**src/rsil_pkg.sv**
```systemverilog
/*
  Shared constants and types for the radio status and interrupt logic.
  Assumes a 10 MHz reference clock and a 16-bit serial command word.
*/
package rsil_pkg;

  // ****************************************************************
  // Command and status word layout
  // ****************************************************************
  // Serial command word width.
  localparam int CMD_W = 16;
  // Status word width: fourteen flags, offset sign and four offset LSBs.
  localparam int STATUS_W = 19;
  // Value of the monitor and divider setting after reset.
  localparam logic [15:0] CFG_RESET = 16'hC000;
  // Upper byte that selects the monitor and divider setting command.
  localparam logic [7:0] CFG_CMD_HI = 8'hC0;
  // Field positions of the monitor and divider setting command.
  localparam int DIV_SEL_LSB = 5;
  localparam int THR_LSB = 0;
  // Status word bit positions, first one shifted out at the top.
  localparam int ST_TX_READY = 18;
  localparam int ST_FILL = 17;
  localparam int ST_POWER_UP = 16;
  localparam int ST_UNDERRUN = 15;
  localparam int ST_OVERFLOW = 14;
  localparam int ST_WAKE = 13;
  localparam int ST_EXT = 12;
  localparam int ST_SUPPLY_LOW = 11;
  localparam int ST_LIVE_LSB = 5;
  localparam int ST_FREQ_OFFSET_FIELD_SIGN = 4;

  // ****************************************************************
  // Supply monitor and clock divider figures
  // ****************************************************************
  // Trip level base of 2250 mV and step of 100 mV per code.
  localparam logic [11:0] LBD_BASE_MV = 12'h8CA;
  localparam logic [11:0] LBD_STEP_MV = 12'h064;
  // Reference clock divide ratios for divider codes 0 to 7.
  localparam logic [3:0] DIV_TABLE [8] = '{4'hA, 4'h8, 4'h6, 4'h5,
                                          4'h4, 4'h3, 4'h2, 4'h1};

  // Serial interface states.
  typedef enum logic [1:0] {RSIL_IDLE, RSIL_CMD, RSIL_READ} rsil_ser_t;

endpackage
```
**src/rsil_clkdiv.sv**
```systemverilog
/*
  Host clock output divider.
  Assumes clk is the 10 MHz reference; the divide-by-one code passes it through.
*/
`timescale 1ns/1ns
module rsil_clkdiv
  import rsil_pkg::*;
(
  // Clock and reset.
  input wire logic clk,
  input wire logic rst,
  // Control.
  input wire logic [2:0] div_sel,
  input wire logic out_disable,
  // Divided clock.
  output logic clkout
);

  // ****************************************************************
  // Divider counter
  // ****************************************************************
  logic [3:0] cnt_r; // Position within one output period.
  logic [3:0] cnt_nxt;
  logic phase_r; // Registered output phase.
  logic phase_nxt;
  logic [3:0] ratio; // Selected divide ratio.

  // Count one output period and hold high for its first ratio/2 counts, rounded down.
  always_comb
  begin
    ratio = DIV_TABLE[div_sel];
    cnt_nxt = (cnt_r >= ratio - 4'h1) ? 4'h0 : cnt_r + 4'h1;
    phase_nxt = (cnt_nxt < {1'b0, ratio[3:1]});
  end

  // Register the counter and phase.
  always_ff @(posedge clk or posedge rst)
  begin
    if (rst)
    begin
      cnt_r <= 4'h0;
      phase_r <= 1'b0;
    end
    else
    begin
      cnt_r <= cnt_nxt;
      phase_r <= phase_nxt;
    end
  end

  // A disabled output is held low; ratio one passes the reference.
  assign clkout = out_disable ? 1'b0 : ((ratio == 4'h1) ? clk : phase_r);

endmodule

```
**src/rsil_core.sv**
```systemverilog
/*
  Status word, interrupt sources and serial status read of the radio control
  interface, plus the supply monitor threshold and host clock divider setting.
  Assumes all inputs, serial pins included, are synchronous to clk and that
  the serial clock runs at no more than a quarter of clk.
*/
`timescale 1ns/1ns

module rsil_core
  import rsil_pkg::*;
(
  // Clock and reset.
  input wire logic clk,
  input wire logic rst,
  // Serial control interface.
  input wire logic sel_n,
  input wire logic sck,
  input wire logic sdi,
  output logic sdo,
  // Power management and mode settings.
  input wire logic receiver_enable,
  input wire logic transmitter_enable,
  input wire logic osc_enable,
  input wire logic supply_monitor_enable,
  input wire logic clkout_control,
  input wire logic wake_timer_enable,
  input wire logic tx_buffer_enable,
  input wire logic rx_queue_enable,
  input wire logic [3:0] fill_threshold,
  input wire logic shared_pin_function,
  input wire logic sw_reset_req,
  // Event sources.
  input wire logic tx_reg_empty,
  input wire logic tx_byte_done,
  input wire logic tx_reg_written,
  input wire logic [4:0] rx_bit_count,
  input wire logic rx_overflow_evt,
  input wire logic wake_elapsed,
  input wire logic [11:0] supply_mv,
  input wire logic ext_irq_in_n,
  // Live radio indications.
  input wire logic rx_empty_flag,
  input wire logic antenna_signal_flag,
  input wire logic strength_above_flag,
  input wire logic signal_quality_flag,
  input wire logic bit_sync_locked_flag,
  input wire logic afc_cycle_toggle,
  input wire logic [6:0] freq_offset_field,
  // Outputs to the host and the rest of the radio.
  output logic irq_out_n,
  output logic osc_run,
  output logic clkout,
  output logic [3:0] threshold_code,
  output logic [2:0] clkout_divider_sel,
  output logic supply_low_flag
);

  // ****************************************************************
  // Serial command interface
  // ****************************************************************
  rsil_ser_t ser_r; // Serial interface state.
  rsil_ser_t ser_nxt;
  logic sck_q_r; // Serial clock of the previous cycle.
  logic [4:0] bit_cnt_r; // Command bits taken so far.
  logic [4:0] bit_cnt_nxt;
  logic [CMD_W-1:0] cmd_r; // Command bits shifted in.
  logic [CMD_W-1:0] cmd_nxt;
  logic [STATUS_W-1:0] sh_r; // Status bits still to shift out.
  logic [STATUS_W-1:0] sh_nxt;
  logic [15:0] cfg_r; // Monitor and divider setting.
  logic [15:0] cfg_nxt;
  logic sck_rise; // Serial clock rising edge.
  logic sck_fall; // Serial clock falling edge.
  logic read_start; // Status read recognised this cycle.
  logic [STATUS_W-1:0] status_word; // Current status word.

  assign sck_rise = sck & ~sck_q_r;
  assign sck_fall = ~sck & sck_q_r;
  // The first bit alone decides between status read and control command.
  assign read_start = (ser_r == RSIL_IDLE) & ~sel_n & sck_rise & ~sdi;

  // Take command bits, recognise reads and load the setting word.
  always_comb
  begin
    ser_nxt = ser_r;
    bit_cnt_nxt = bit_cnt_r;
    cmd_nxt = cmd_r;
    sh_nxt = sh_r;
    cfg_nxt = cfg_r;
    if (sel_n)
    begin
      // Deselect ends any command.
      ser_nxt = RSIL_IDLE;
      bit_cnt_nxt = 5'h00;
    end
    else if (read_start)
    begin
      // Snapshot the status word; its top bit goes out at once.
      ser_nxt = RSIL_READ;
      sh_nxt = status_word;
    end
    else if (ser_r == RSIL_READ)
    begin
      // One status bit per falling serial clock, then zeros.
      if (sck_fall)
        sh_nxt = {sh_r[STATUS_W-2:0], 1'b0};
    end
    else if (sck_rise & (bit_cnt_r < 5'h10))
    begin
      // Control command: collect sixteen bits.
      ser_nxt = RSIL_CMD;
      cmd_nxt = {cmd_r[CMD_W-2:0], sdi};
      bit_cnt_nxt = bit_cnt_r + 5'h01;
      if ((bit_cnt_r == 5'h0F) & (cmd_r[14:7] == CFG_CMD_HI))
        cfg_nxt = {CFG_CMD_HI, cmd_r[6:4], 1'b0, cmd_r[2:0], sdi};
    end
  end

  // Register the serial interface state.
  always_ff @(posedge clk or posedge rst)
  begin
    if (rst)
    begin
      ser_r <= RSIL_IDLE;
      sck_q_r <= 1'b0;
      bit_cnt_r <= 5'h00;
      cmd_r <= '0;
      sh_r <= '0;
      cfg_r <= CFG_RESET;
    end
    else
    begin
      ser_r <= ser_nxt;
      sck_q_r <= sck;
      bit_cnt_r <= bit_cnt_nxt;
      cmd_r <= cmd_nxt;
      sh_r <= sh_nxt;
      cfg_r <= cfg_nxt;
    end
  end

  // Data out is the top of the status shifter during a read, else low.
  assign sdo = (ser_r == RSIL_READ) ? sh_r[STATUS_W-1] : 1'b0;
  assign threshold_code = cfg_r[THR_LSB +: 4];
  assign clkout_divider_sel = cfg_r[DIV_SEL_LSB +: 3];

  // ****************************************************************
  // Interrupt sources
  // ****************************************************************
  logic tx_buffer_ready_flag_r; // Transmit buffer ready.
  logic tx_buffer_ready_flag_nxt;
  logic rx_fill_level_flag_r; // Receive fill level reached.
  logic rx_fill_level_flag_nxt;
  logic por_r; // Power-up event.
  logic por_nxt;
  logic tx_underrun_flag_r; // Transmit underrun.
  logic tx_underrun_flag_nxt;
  logic rx_overflow_flag_r; // Receive overflow.
  logic rx_overflow_flag_nxt;
  logic wake_timer_flag_r; // Wake timer elapsed.
  logic wake_timer_flag_nxt;
  logic lbd_irq_r; // Supply low interrupt, released by a read.
  logic lbd_irq_nxt;
  logic lbd_q_r; // Supply low level of the previous cycle.
  logic irq_n_r; // Registered interrupt output.
  logic osc_r; // Registered oscillator run request.
  logic tx_on; // Transmit register path active.
  logic tx_off; // Transmitter and latch both off.
  logic rx_on; // Receive queue path active.
  logic [11:0] trip_mv; // Supply trip level in millivolts.
  logic ext_evt; // External pin active.
  logic ufl_set; // Underrun event this cycle.
  logic fill_set; // Fill level reached this cycle.
  logic pending; // Any interrupt source active.

  assign tx_on = tx_buffer_enable & transmitter_enable;
  assign tx_off = ~tx_buffer_enable & ~transmitter_enable;
  assign rx_on = rx_queue_enable & receiver_enable;
  assign trip_mv = LBD_BASE_MV + 12'(threshold_code * LBD_STEP_MV);
  // Live supply low level, gated by the monitor enable.
  assign supply_low_flag = supply_monitor_enable & (supply_mv < trip_mv);
  assign ext_evt = ~shared_pin_function & ~ext_irq_in_n;
  assign ufl_set = tx_on & tx_byte_done & tx_reg_empty;
  assign fill_set = rx_on & ((rx_bit_count >= {1'b0, fill_threshold})
                             | rx_overflow_evt);

  // Sources set and clear; a set in the clearing cycle always wins.
  always_comb
  begin
    tx_underrun_flag_nxt = tx_underrun_flag_r;
    if (tx_off)
      tx_underrun_flag_nxt = 1'b0;
    if (ufl_set)
      tx_underrun_flag_nxt = 1'b1;

    tx_buffer_ready_flag_nxt = tx_buffer_ready_flag_r;
    if ((tx_reg_written & ~tx_underrun_flag_r) | tx_off)
      tx_buffer_ready_flag_nxt = 1'b0;
    if ((tx_on & tx_reg_empty) | ufl_set)
      tx_buffer_ready_flag_nxt = 1'b1;

    rx_fill_level_flag_nxt = rx_fill_level_flag_r;
    if (~rx_on | (rx_bit_count < {1'b0, fill_threshold}))
      rx_fill_level_flag_nxt = 1'b0;
    if (fill_set)
      rx_fill_level_flag_nxt = 1'b1;

    rx_overflow_flag_nxt = rx_overflow_flag_r;
    if (read_start)
      rx_overflow_flag_nxt = 1'b0;
    if (rx_on & rx_overflow_evt)
      rx_overflow_flag_nxt = 1'b1;

    por_nxt = por_r;
    if (read_start)
      por_nxt = 1'b0;
    if (sw_reset_req)
      por_nxt = 1'b1;

    wake_timer_flag_nxt = wake_timer_flag_r;
    if (read_start)
      wake_timer_flag_nxt = 1'b0;
    if (wake_timer_enable & wake_elapsed)
      wake_timer_flag_nxt = 1'b1;

    // The supply low interrupt fires on entry into the low state.
    lbd_irq_nxt = lbd_irq_r & supply_low_flag;
    if (read_start)
      lbd_irq_nxt = 1'b0;
    if (supply_low_flag & ~lbd_q_r)
      lbd_irq_nxt = 1'b1;
  end

  assign pending = tx_buffer_ready_flag_r | rx_fill_level_flag_r | por_r | tx_underrun_flag_r | rx_overflow_flag_r | wake_timer_flag_r
                   | ext_evt | lbd_irq_r;

  // Register the sources, the interrupt line and the oscillator request.
  always_ff @(posedge clk or posedge rst)
  begin
    if (rst)
    begin
      tx_buffer_ready_flag_r <= 1'b0;
      rx_fill_level_flag_r <= 1'b0;
      por_r <= 1'b1;
      tx_underrun_flag_r <= 1'b0;
      rx_overflow_flag_r <= 1'b0;
      wake_timer_flag_r <= 1'b0;
      lbd_irq_r <= 1'b0;
      lbd_q_r <= 1'b0;
      irq_n_r <= 1'b1;
      osc_r <= 1'b1;
    end
    else
    begin
      tx_buffer_ready_flag_r <= tx_buffer_ready_flag_nxt;
      rx_fill_level_flag_r <= rx_fill_level_flag_nxt;
      por_r <= por_nxt;
      tx_underrun_flag_r <= tx_underrun_flag_nxt;
      rx_overflow_flag_r <= rx_overflow_flag_nxt;
      wake_timer_flag_r <= wake_timer_flag_nxt;
      lbd_irq_r <= lbd_irq_nxt;
      lbd_q_r <= supply_low_flag;
      irq_n_r <= ~pending;
      // With the clock output off and the radio idle only the enable counts.
      if (clkout_control & ~receiver_enable & ~transmitter_enable)
        osc_r <= osc_enable;
      else
        osc_r <= osc_enable | pending;
    end
  end

  assign irq_out_n = irq_n_r;
  assign osc_run = osc_r;

  // ****************************************************************
  // Status word
  // ****************************************************************
  // Latched flags first, then live bits, then the frequency offset.
  always_comb
  begin
    status_word = '0;
    status_word[ST_TX_READY] = tx_buffer_ready_flag_r;
    status_word[ST_FILL] = rx_fill_level_flag_r;
    status_word[ST_POWER_UP] = por_r;
    status_word[ST_UNDERRUN] = tx_underrun_flag_r;
    status_word[ST_OVERFLOW] = rx_overflow_flag_r;
    status_word[ST_WAKE] = wake_timer_flag_r;
    status_word[ST_EXT] = ext_evt;
    status_word[ST_SUPPLY_LOW] = supply_low_flag;
    status_word[ST_LIVE_LSB +: 6] = {rx_empty_flag, antenna_signal_flag,
                                     strength_above_flag, signal_quality_flag,
                                     bit_sync_locked_flag, afc_cycle_toggle};
    status_word[ST_FREQ_OFFSET_FIELD_SIGN] = freq_offset_field[6];
    status_word[3:0] = freq_offset_field[3:0];
  end

  // ****************************************************************
  // Host clock output
  // ****************************************************************
  rsil_clkdiv u_clkdiv (
    .clk(clk),
    .rst(rst),
    .div_sel(clkout_divider_sel),
    .out_disable(clkout_control),
    .clkout(clkout)
  );

endmodule

```
**config.mk**
```make
export PLATFORM = sky130hd
export DESIGN_NAME = rsil_core
export DESIGN_NICKNAME = d
export VERILOG_FILES = /design/src/rsil_pkg.sv /design/src/rsil_clkdiv.sv /design/src/rsil_core.sv
export SDC_FILE = /design/constraint.sdc
export NUM_CORES = 1
export LEC_CHECK = 0
export ABC_AREA = 1
export BUFFER_PORTS_ARGS = -buffer_cell sky130_fd_sc_hd__buf_2
export CAP_MARGIN = 20
export CORE_MARGIN = 3
export CORE_UTILIZATION = 51
export DETAILED_ROUTE_END_ITERATION = 12
export PLACE_DENSITY_LB_ADDON = 0.2
export SLEW_MARGIN = 20
export SYNTH_ARGS = -nofsm -noshare
export SYNTH_HDL_FRONTEND = slang
export SYNTH_SLANG_ARGS = --single-unit
```
**constraint.sdc**
```tcl
create_clock -name clk -period 3 [get_ports clk]
set_clock_uncertainty 0.05 [all_clocks]
set_input_delay 0.3 -clock clk [delete_from_list [all_inputs] [get_ports clk]]
set_output_delay 0.3 -clock clk [all_outputs]
set_load 0.03 [all_outputs]
```
==> results of run 1 <==
## state kept, by name, summed over array words and instances, names as in the netlist
name and flops:
lbd_irq_r 1, sh_r 19, lbd_q_r 1, wake_timer_flag_r 1, irq_out_n 1, ser_r 2
rx_overflow_flag_r 1, u_clkdiv.cnt_r 4, bit_cnt_r 5, rx_fill_level_flag_r 1, sck_q_r 1, tx_buffer_ready_flag_r 1
tx_underrun_flag_r 1, osc_run 1, cmd_r 15, u_clkdiv.phase_r 1, cfg_r 7, por_r 1
## Yosys cell counts, types with 2 or more instances
master / count / area share (%)
nand2_1: 99 / 9.9
dfrtp_1: 61 / 41
inv_1: 59 / 5.9
ha_1: 37 / 12
o21ai_0: 33 / 4.4
nor2_1: 32 / 3.2
a31oi_1: 15 / 2.5
nand3_1: 14 / 1.9
a21oi_1: 10 / 1.3
o21ai_2: 8 / 1.9
xor2_1: 8 / 1.9
buf_6: 6 / 1.8
nand2_2: 5 / 0.84
xnor2_1: 5 / 1.2
buf_2: 4 / 0.53
dfstp_2: 3 / 2.1
nor3_1: 3 / 0.40
nand4_1: 2 / 0.33
nor3b_1: 2 / 0.40
o22ai_1: 2 / 0.33
## report_power, final
part | leakage, uW | switching [uW] | internal, uW
clock network | 0.000121 | 348 | 464
registers | 0.000780 | 96.2 | 1030
logic | 0.00152 | 197 | 160
total | 0.00242 | 641 | 1660
## routing by layer
layer / vias to the layer above / wire length (um) / global-route usage [%]
met5: - / 0 / 0
met4: 0 / 109 / 6.784
met3: 12 / 305 / 5.660
met2: 56 / 3707 / 32.81
met1: 1383 / 3388 / 23.48
li1: 1579 / - / -
## final cells by class
cell class                 count  area [um2]
inverter                      62       240.2
clock inverter                 6       60.06
sequential                    64        1610
multi-input combinational    294        1953
clock buffer                  14       173.9
timing repair buffer          88       521.8
fill                         569        2265
tap                           96       120.1
## worst min-delay path by stage
stage	startpoint	end	slack (ns)	cells after the start
floorplan	sck	sck_q_r	0.28	0
finish	wake_elapsed	wake_timer_flag_r	0.03	3
CTS	wake_elapsed	wake_timer_flag_r	0.01	3
detailed placement	lbd_q_r	lbd_irq_r	0.35	1
global route	wake_elapsed	wake_timer_flag_r	0.03	3
global placement	lbd_q_r	lbd_irq_r	0.35	1
## repair_timing
item	4_1_cts	5_1_grt
setup endpoints to repair	3	4
pin swaps	9	0
hold endpoints to repair	34	0
buffers inserted	4	2
gates resized for setup	10	8
hold buffers	4	0
## metrics by stage
stage | cells | setup TNS [ns] | hold slack (ns)
after floorplan | 430 | -0.02656 | 0.2814
after global placement | 595 | -0.2080 | 0.3497
after detailed placement | 595 | -0.3902 | 0.3529
after CTS | 622 | -0.5226 | 0.01043
after global routing | 624 | -0.7096 | 0.03095
final | 624 | -0.4972 | 0.02652
## worst reg2reg max path, delay by kind of cell (launching register included)
kind | cells | cell delay, ns
flip-flops | 1 | 0.43
XOR/XNOR | 1 | 0.13
AND/OR/NAND/NOR | 8 | 0.77
buffers and inverters | 1 | 0.16
adder cells (fa/ha/maj) | 4 | 1.05
AO/OA/AOI/OAI | 1 | 0.26
## cell families after synthesis
group                      Yosys count
DFF                                 64
xor gates and xnor gates            13
and+or+nand+nor                    168
adders and majority gates           38
AOI/OAI and AO/OA                   74
buffers and inverters               72
muxes                                1
==> reports/summary.md, run 1 <==
• R2R Path Start: cfg_r[0]
• I/O pin total: 67
• port buffer count: 63
• number of DRC markers in iteration 0: 152
• Worst-Margin Slew: 0.7425 ns
• final hold vios: 0
• final critical path time including I/O delays and setup: 3.497 ns
• area of all placed cells without fillers: 4679 um2
• largest fanout on the critical path: 3
• worst-path cell with the longest stage delay: dfrtp_2
• clock latency on the worst-skew pair: 0.44 ns
• Leak: 0.002416 uW
• CP endpoint: supply_low_flag
• ANT cells: 0
• Post-Synth Simple-Gate Area: 20.42%
• violated checks: negative setup slack
• post-synthesis cell type count: 42
• path type of the worst setup path: reg2out
• Core ar.: 6944 um2
• Max Cap Violations: 0
• max-slew violation count: 0
• element type at the critical path start: flip-flop
• global-route wire length before repair: 13120 um
• layout overhead on the synthesized area: 25.00%
• Stages on worst setup path: 13
• run status: finished with violations
• minimum setup slack after placement: -0.2733 ns
• effective utilization at floorplan: 53.91%
• Arrival @ worst endpoint: 3.15 ns
• path depth of the worst reg2reg path: 15
• sequential fraction of the synthesis area: 42.88%
• Final GP Congestion: 0.8018
• cells along the critical path: ha_4, ha_4, fa_2, a31o_4, xnor2_4, nor3b_2, ha_1, nand2_1, nor2_1, nor3_2, nand3_2, inv_2, buf_6
• part of the cycle the worst path needs: 116.6%
• count of flip-flops with a built-in enable after synthesis: 0
• maximum clock frequency: 285.9 MHz
• die height: 91.68 um
• Required @ worst endpoint: 2.65 ns
• initial antenna violation count: 0
• Post-Synth XOR/XNOR Area: 3.041%
• WL final: 7511 um
• total cell area at the placement stage: 4273 um2
• detailed-placement wirelength estimate: 5416 um
• clock tree from TritonCTS: built
• headroom to the max-slew limit: 50.43%
• maximum number of pins on one net before global-route repair: 37
• main combinational cell family by area after synthesis: simple AND/OR/NAND/NOR gates
• flops & latches, synth: 64
• number of global-route vias before repair: 3090
• DIE WIDTH: 91.68 um
• post-route antenna net violation count: 0
• DRC: 0
• number of buffers and inverters on the critical path: 2
• Mean Syn Cell Area: 8.706 um2
• Total Routing Usage GR: 19.38%
• fraction of final layout cells sized beyond drive strength 1: 29.73%
• number of cells produced by synthesis: 430
• vias post-DR: 3030
• worst setup path start: cfg_r[0]
• capturing element type of the critical path: primary output
• Post-Synthesis Cell Area: 3744 um2
• setup repair after global routing missed its margin: yes
• PD cells: 491.5 nW/um2
• area fraction in compound gates after synthesis: 11.73%
• mux cell area share after synthesis: 0.2674%
• Setup violations, final: 1
• via/cell ratio: 4.856
• area of the die: 8404 um2
• Synth Warn #: 0
• overall power consumption: 2300 uW
• Tightest Hold Check Type: in2reg
• proportion of synthesized flip-flops having asynchronous set or reset: 100.0%
• Setup WS post-layout: -0.4972 ns
• Top delay family on crit path: adder cells
• top library cells by usage in the layout, fill and taps aside: nand2_1 (99), buf_2 (62), dfrtp_1 (57), inv_1 (56), ha_1 (31)
• cell seen most often among critical-path stages: ha_4
• worst reg2reg setup slack: 0.10 ns
• net count of the finished layout: 616
• leading cell type in the layout, fill and taps excluded: nand2_1
• Worst-path clk slew: 0.07 ns
• dominant register cell in the synthesized netlist: dfrtp_1
• maximum VDD drop: 0.3628 mV
• maximum single-stage delay on the critical path: 0.43 ns
• net count of the mapped netlist: 523
• 1st-pass router iterations: 6
• global route total overflow: 0
• end of the worst register-to-register path: sh_r[11]
• core utilization of the finished layout: 67.39%
• routed length per instance: 12.04 um
• Rows: 30
• post-synthesis adder-cell area fraction: 12.90%
Note: power is estimated with default switching activity, not from simulation.
==> inputs of run 2 (changes only) <==
CORE_UTILIZATION = 40   (was 51)
PLACE_DENSITY = 0.65   (was unset)
PLACE_DENSITY_LB_ADDON = unset   (was 0.2)
==> run 2 against run 1 <==
Compared with the run above:
- wire length grew 1.7%
- non-clock buffer count shrank 6
- cell area grew 0.16%
- sequential share of layout area shrank 0.055 points
- the run still ends with negative setup slack left
- global-route usage shrank 3.7 points
==> reports/summary.md, run 2 (synthesis results as in run 1) <==
• run status: finished with violations
• violated checks: negative setup slack
• fraction of final layout cells sized beyond drive strength 1: 28.93%, -0.81 points
• Core ar.: 8891 um2, +28%
• max-slew violation count: 0, unchanged
• initial antenna violation count: 0, unchanged
• Leak: 0.002397 uW, -0.78%
• largest fanout on the critical path: 3, unchanged
• reported net switching power: 636.0 uW, -0.81%
• Worst-Margin Slew: 0.6148 ns, -0.1277 ns
• routed length per instance: 12.13 um, +0.74%
• Internal: 1745 uW, +5.2%
• clock tree from TritonCTS: built
• headroom to the max-slew limit: 58.95%, +8.5 points
• area of the die: 10560 um2, +26%
• share of power burned in the clock network: 37.5%, +2.2 points
• Worst-path clk slew: 0.07 ns, about the same
• Total Routing Usage GR: 15.71%, -3.7 points
• Required @ worst endpoint: 2.65 ns, about the same
• maximum clock frequency: 282.6 MHz, -1.2%
• Min-Delay Endpoint: rx_fill_level_flag_r
• number of global-route vias before repair: 3002, -2.8%
• effective utilization at floorplan: 42.11%, -12 points
• clock latency on the worst-skew pair: 0.44 ns, about the same
• 1st-pass router iterations: 5, -1
• launch instance of the worst min-delay path: rx_queue_enable
• top library cells by usage in the layout, fill and taps aside: nand2_1 (99), buf_2 (62), dfrtp_1 (57), inv_1 (56)
• switching part of the total power: 26.72%, -1.2 points
• element type at the critical path start: flip-flop
• final critical path time including I/O delays and setup: 3.538 ns, +0.04098 ns
• Max Cap Violations: 0, unchanged
• Setup WS post-layout: -0.5382 ns, -0.04098 ns
• leading cell type in the layout, fill and taps excluded: nand2_1
• max reg flops: 19, unchanged
• global-route wire length before repair: 13030 um, -0.68%
• largest registers: sh_r (19), cmd_r (15), cfg_r (7)
• maximum VDD drop: 0.3016 mV, -17%
• portion of total power attributed to sequential cells: 47.5%, -1.7 points
• net count of the finished layout: 610, -0.97%
• DIE WIDTH: 102.7 um, +12%
• setup repair after global routing missed its margin: yes
• part of the cycle the worst path needs: 117.9%, +1.4 points
• worst reg2reg setup slack: 0.05 ns, -0.05 ns
• layout overhead on the synthesized area: 25.20%
• port buffer count: 63, unchanged
• Setup violations, final: 1, unchanged
• final hold vios: 0, unchanged
• Final Hold Slack: 0.03800 ns, +0.01149 ns
• global route total overflow: 0, unchanged
• ANT cells: 0, unchanged
• end of the worst register-to-register path: sh_r[11]
• DRC: 0, unchanged
• R2R Path Start: cfg_r[0]
• path depth of the worst reg2reg path: 16, +1
• capturing element type of the critical path: primary output
• Arrival @ worst endpoint: 3.19 ns, +0.04 ns
• vias post-DR: 2991, -1.3%
• detailed-placement wirelength estimate: 5633 um, +4.0%
• Setup TNS: -0.5382 ns, -0.04098 ns
• Final GP Congestion: 0.7904, -1.4%
• WL final: 7639 um, +1.7%
• via/cell ratio: 4.748, -2.2%
• number of DRC markers in iteration 0: 107, -30%
• path type of the worst setup path: reg2out
• minimum setup slack after placement: -0.2641 ns, +0.009223 ns
• I/O pin total: 67, unchanged
• most flop-heavy register: sh_r
• post-route antenna net violation count: 0, unchanged
• maximum number of pins on one net before global-route repair: 33, -11%
• die height: 102.7 um, +12%
• combinational cell fraction of total power: 15.0%, -0.5 points
• worst hold path depth: 3, unchanged
• Tightest Hold Check Type: in2reg
• PD cells: 508.0 nW/um2, +3.4%
• Rows: 34, +13%
• fill count: 815, +43%
-- run 2: cell types whose count changed in the layout (fill, tap and decap cells not counted), sizes merged --
cell / delta
clkinv: -1
buf: -6
bufinv: +1
-- run 2: power by group through the flow --
stage                     clock (uW)  sequential [uW]  combinational (uW)
after detailed placement     0.00597             1140                 356
final                            892             1130                 358
after global routing             968             1150                 420
after CTS                        916             1130                 361
after floorplan              0.00605             1120                 268
after global placement       0.00596             1140                 344
-- run 2: worst max path at each step --
stage             start              end
2_1_floorplan  cfg_r[1]  supply_low_flag
3_3_place_gp   cfg_r[1]  supply_low_flag
3_5_place_dp   cfg_r[3]  supply_low_flag
4_1_cts        cfg_r[0]  supply_low_flag
5_1_grt        cfg_r[0]  supply_low_flag
6_report       cfg_r[0]  supply_low_flag
-- run 2: per-stage QoR --
stage	power, uW	area, um2	utilization [%]	cells
detailed placement	1499	4288	48.23	607
floorplan	1390	3805	-	430
CTS	2408	4651	52.31	630
global placement	1483	4288	48.23	607
global route	2538	4687	52.72	630
finish	2381	4687	52.72	630
-- run 2: layout make-up --
cell class	count	area (um2)	share of cell area, %
inverter	62	240.2	5.125
clock inverter	6	85.08	1.815
tap	108	135.1	2.883
clock buffer	14	173.9	3.711
multi-input combinational	294	1966	41.94
sequential	64	1610	34.36
timing repair buffer	82	476.7	10.17
-- run 2: what timing repair did --
action	in CTS	in global routing
endpoints found under the hold margin	28	0
pin swaps	12	5
resized for setup	10	9
endpoints found under the setup margin	3	4
hold buffers	4	0
buffers inserted	1	0
-- run 2: layer usage --
metal	up-vias	track usage (%)	share of wire, %
met2	44	26.32	50
met3	10	5.480	3.5
met5	-	0	0
met1	1369	19.05	45
li1	1568	-	-
met4	0	4.980	1.4
-- run 2: worst max-delay path, stage by stage, from the launching register on --
cell and delay, ns:
dfrtp_2 0.43, ha_4 0.25, ha_4 0.16, fa_2 0.41, a31o_4 0.26, xnor2_4 0.13
nor3b_2 0.18, ha_1 0.26, nand2_1 0.06, nand2_1 0.06, nor3_2 0.19, nand3_2 0.14
inv_2 0.09, buf_6 0.13
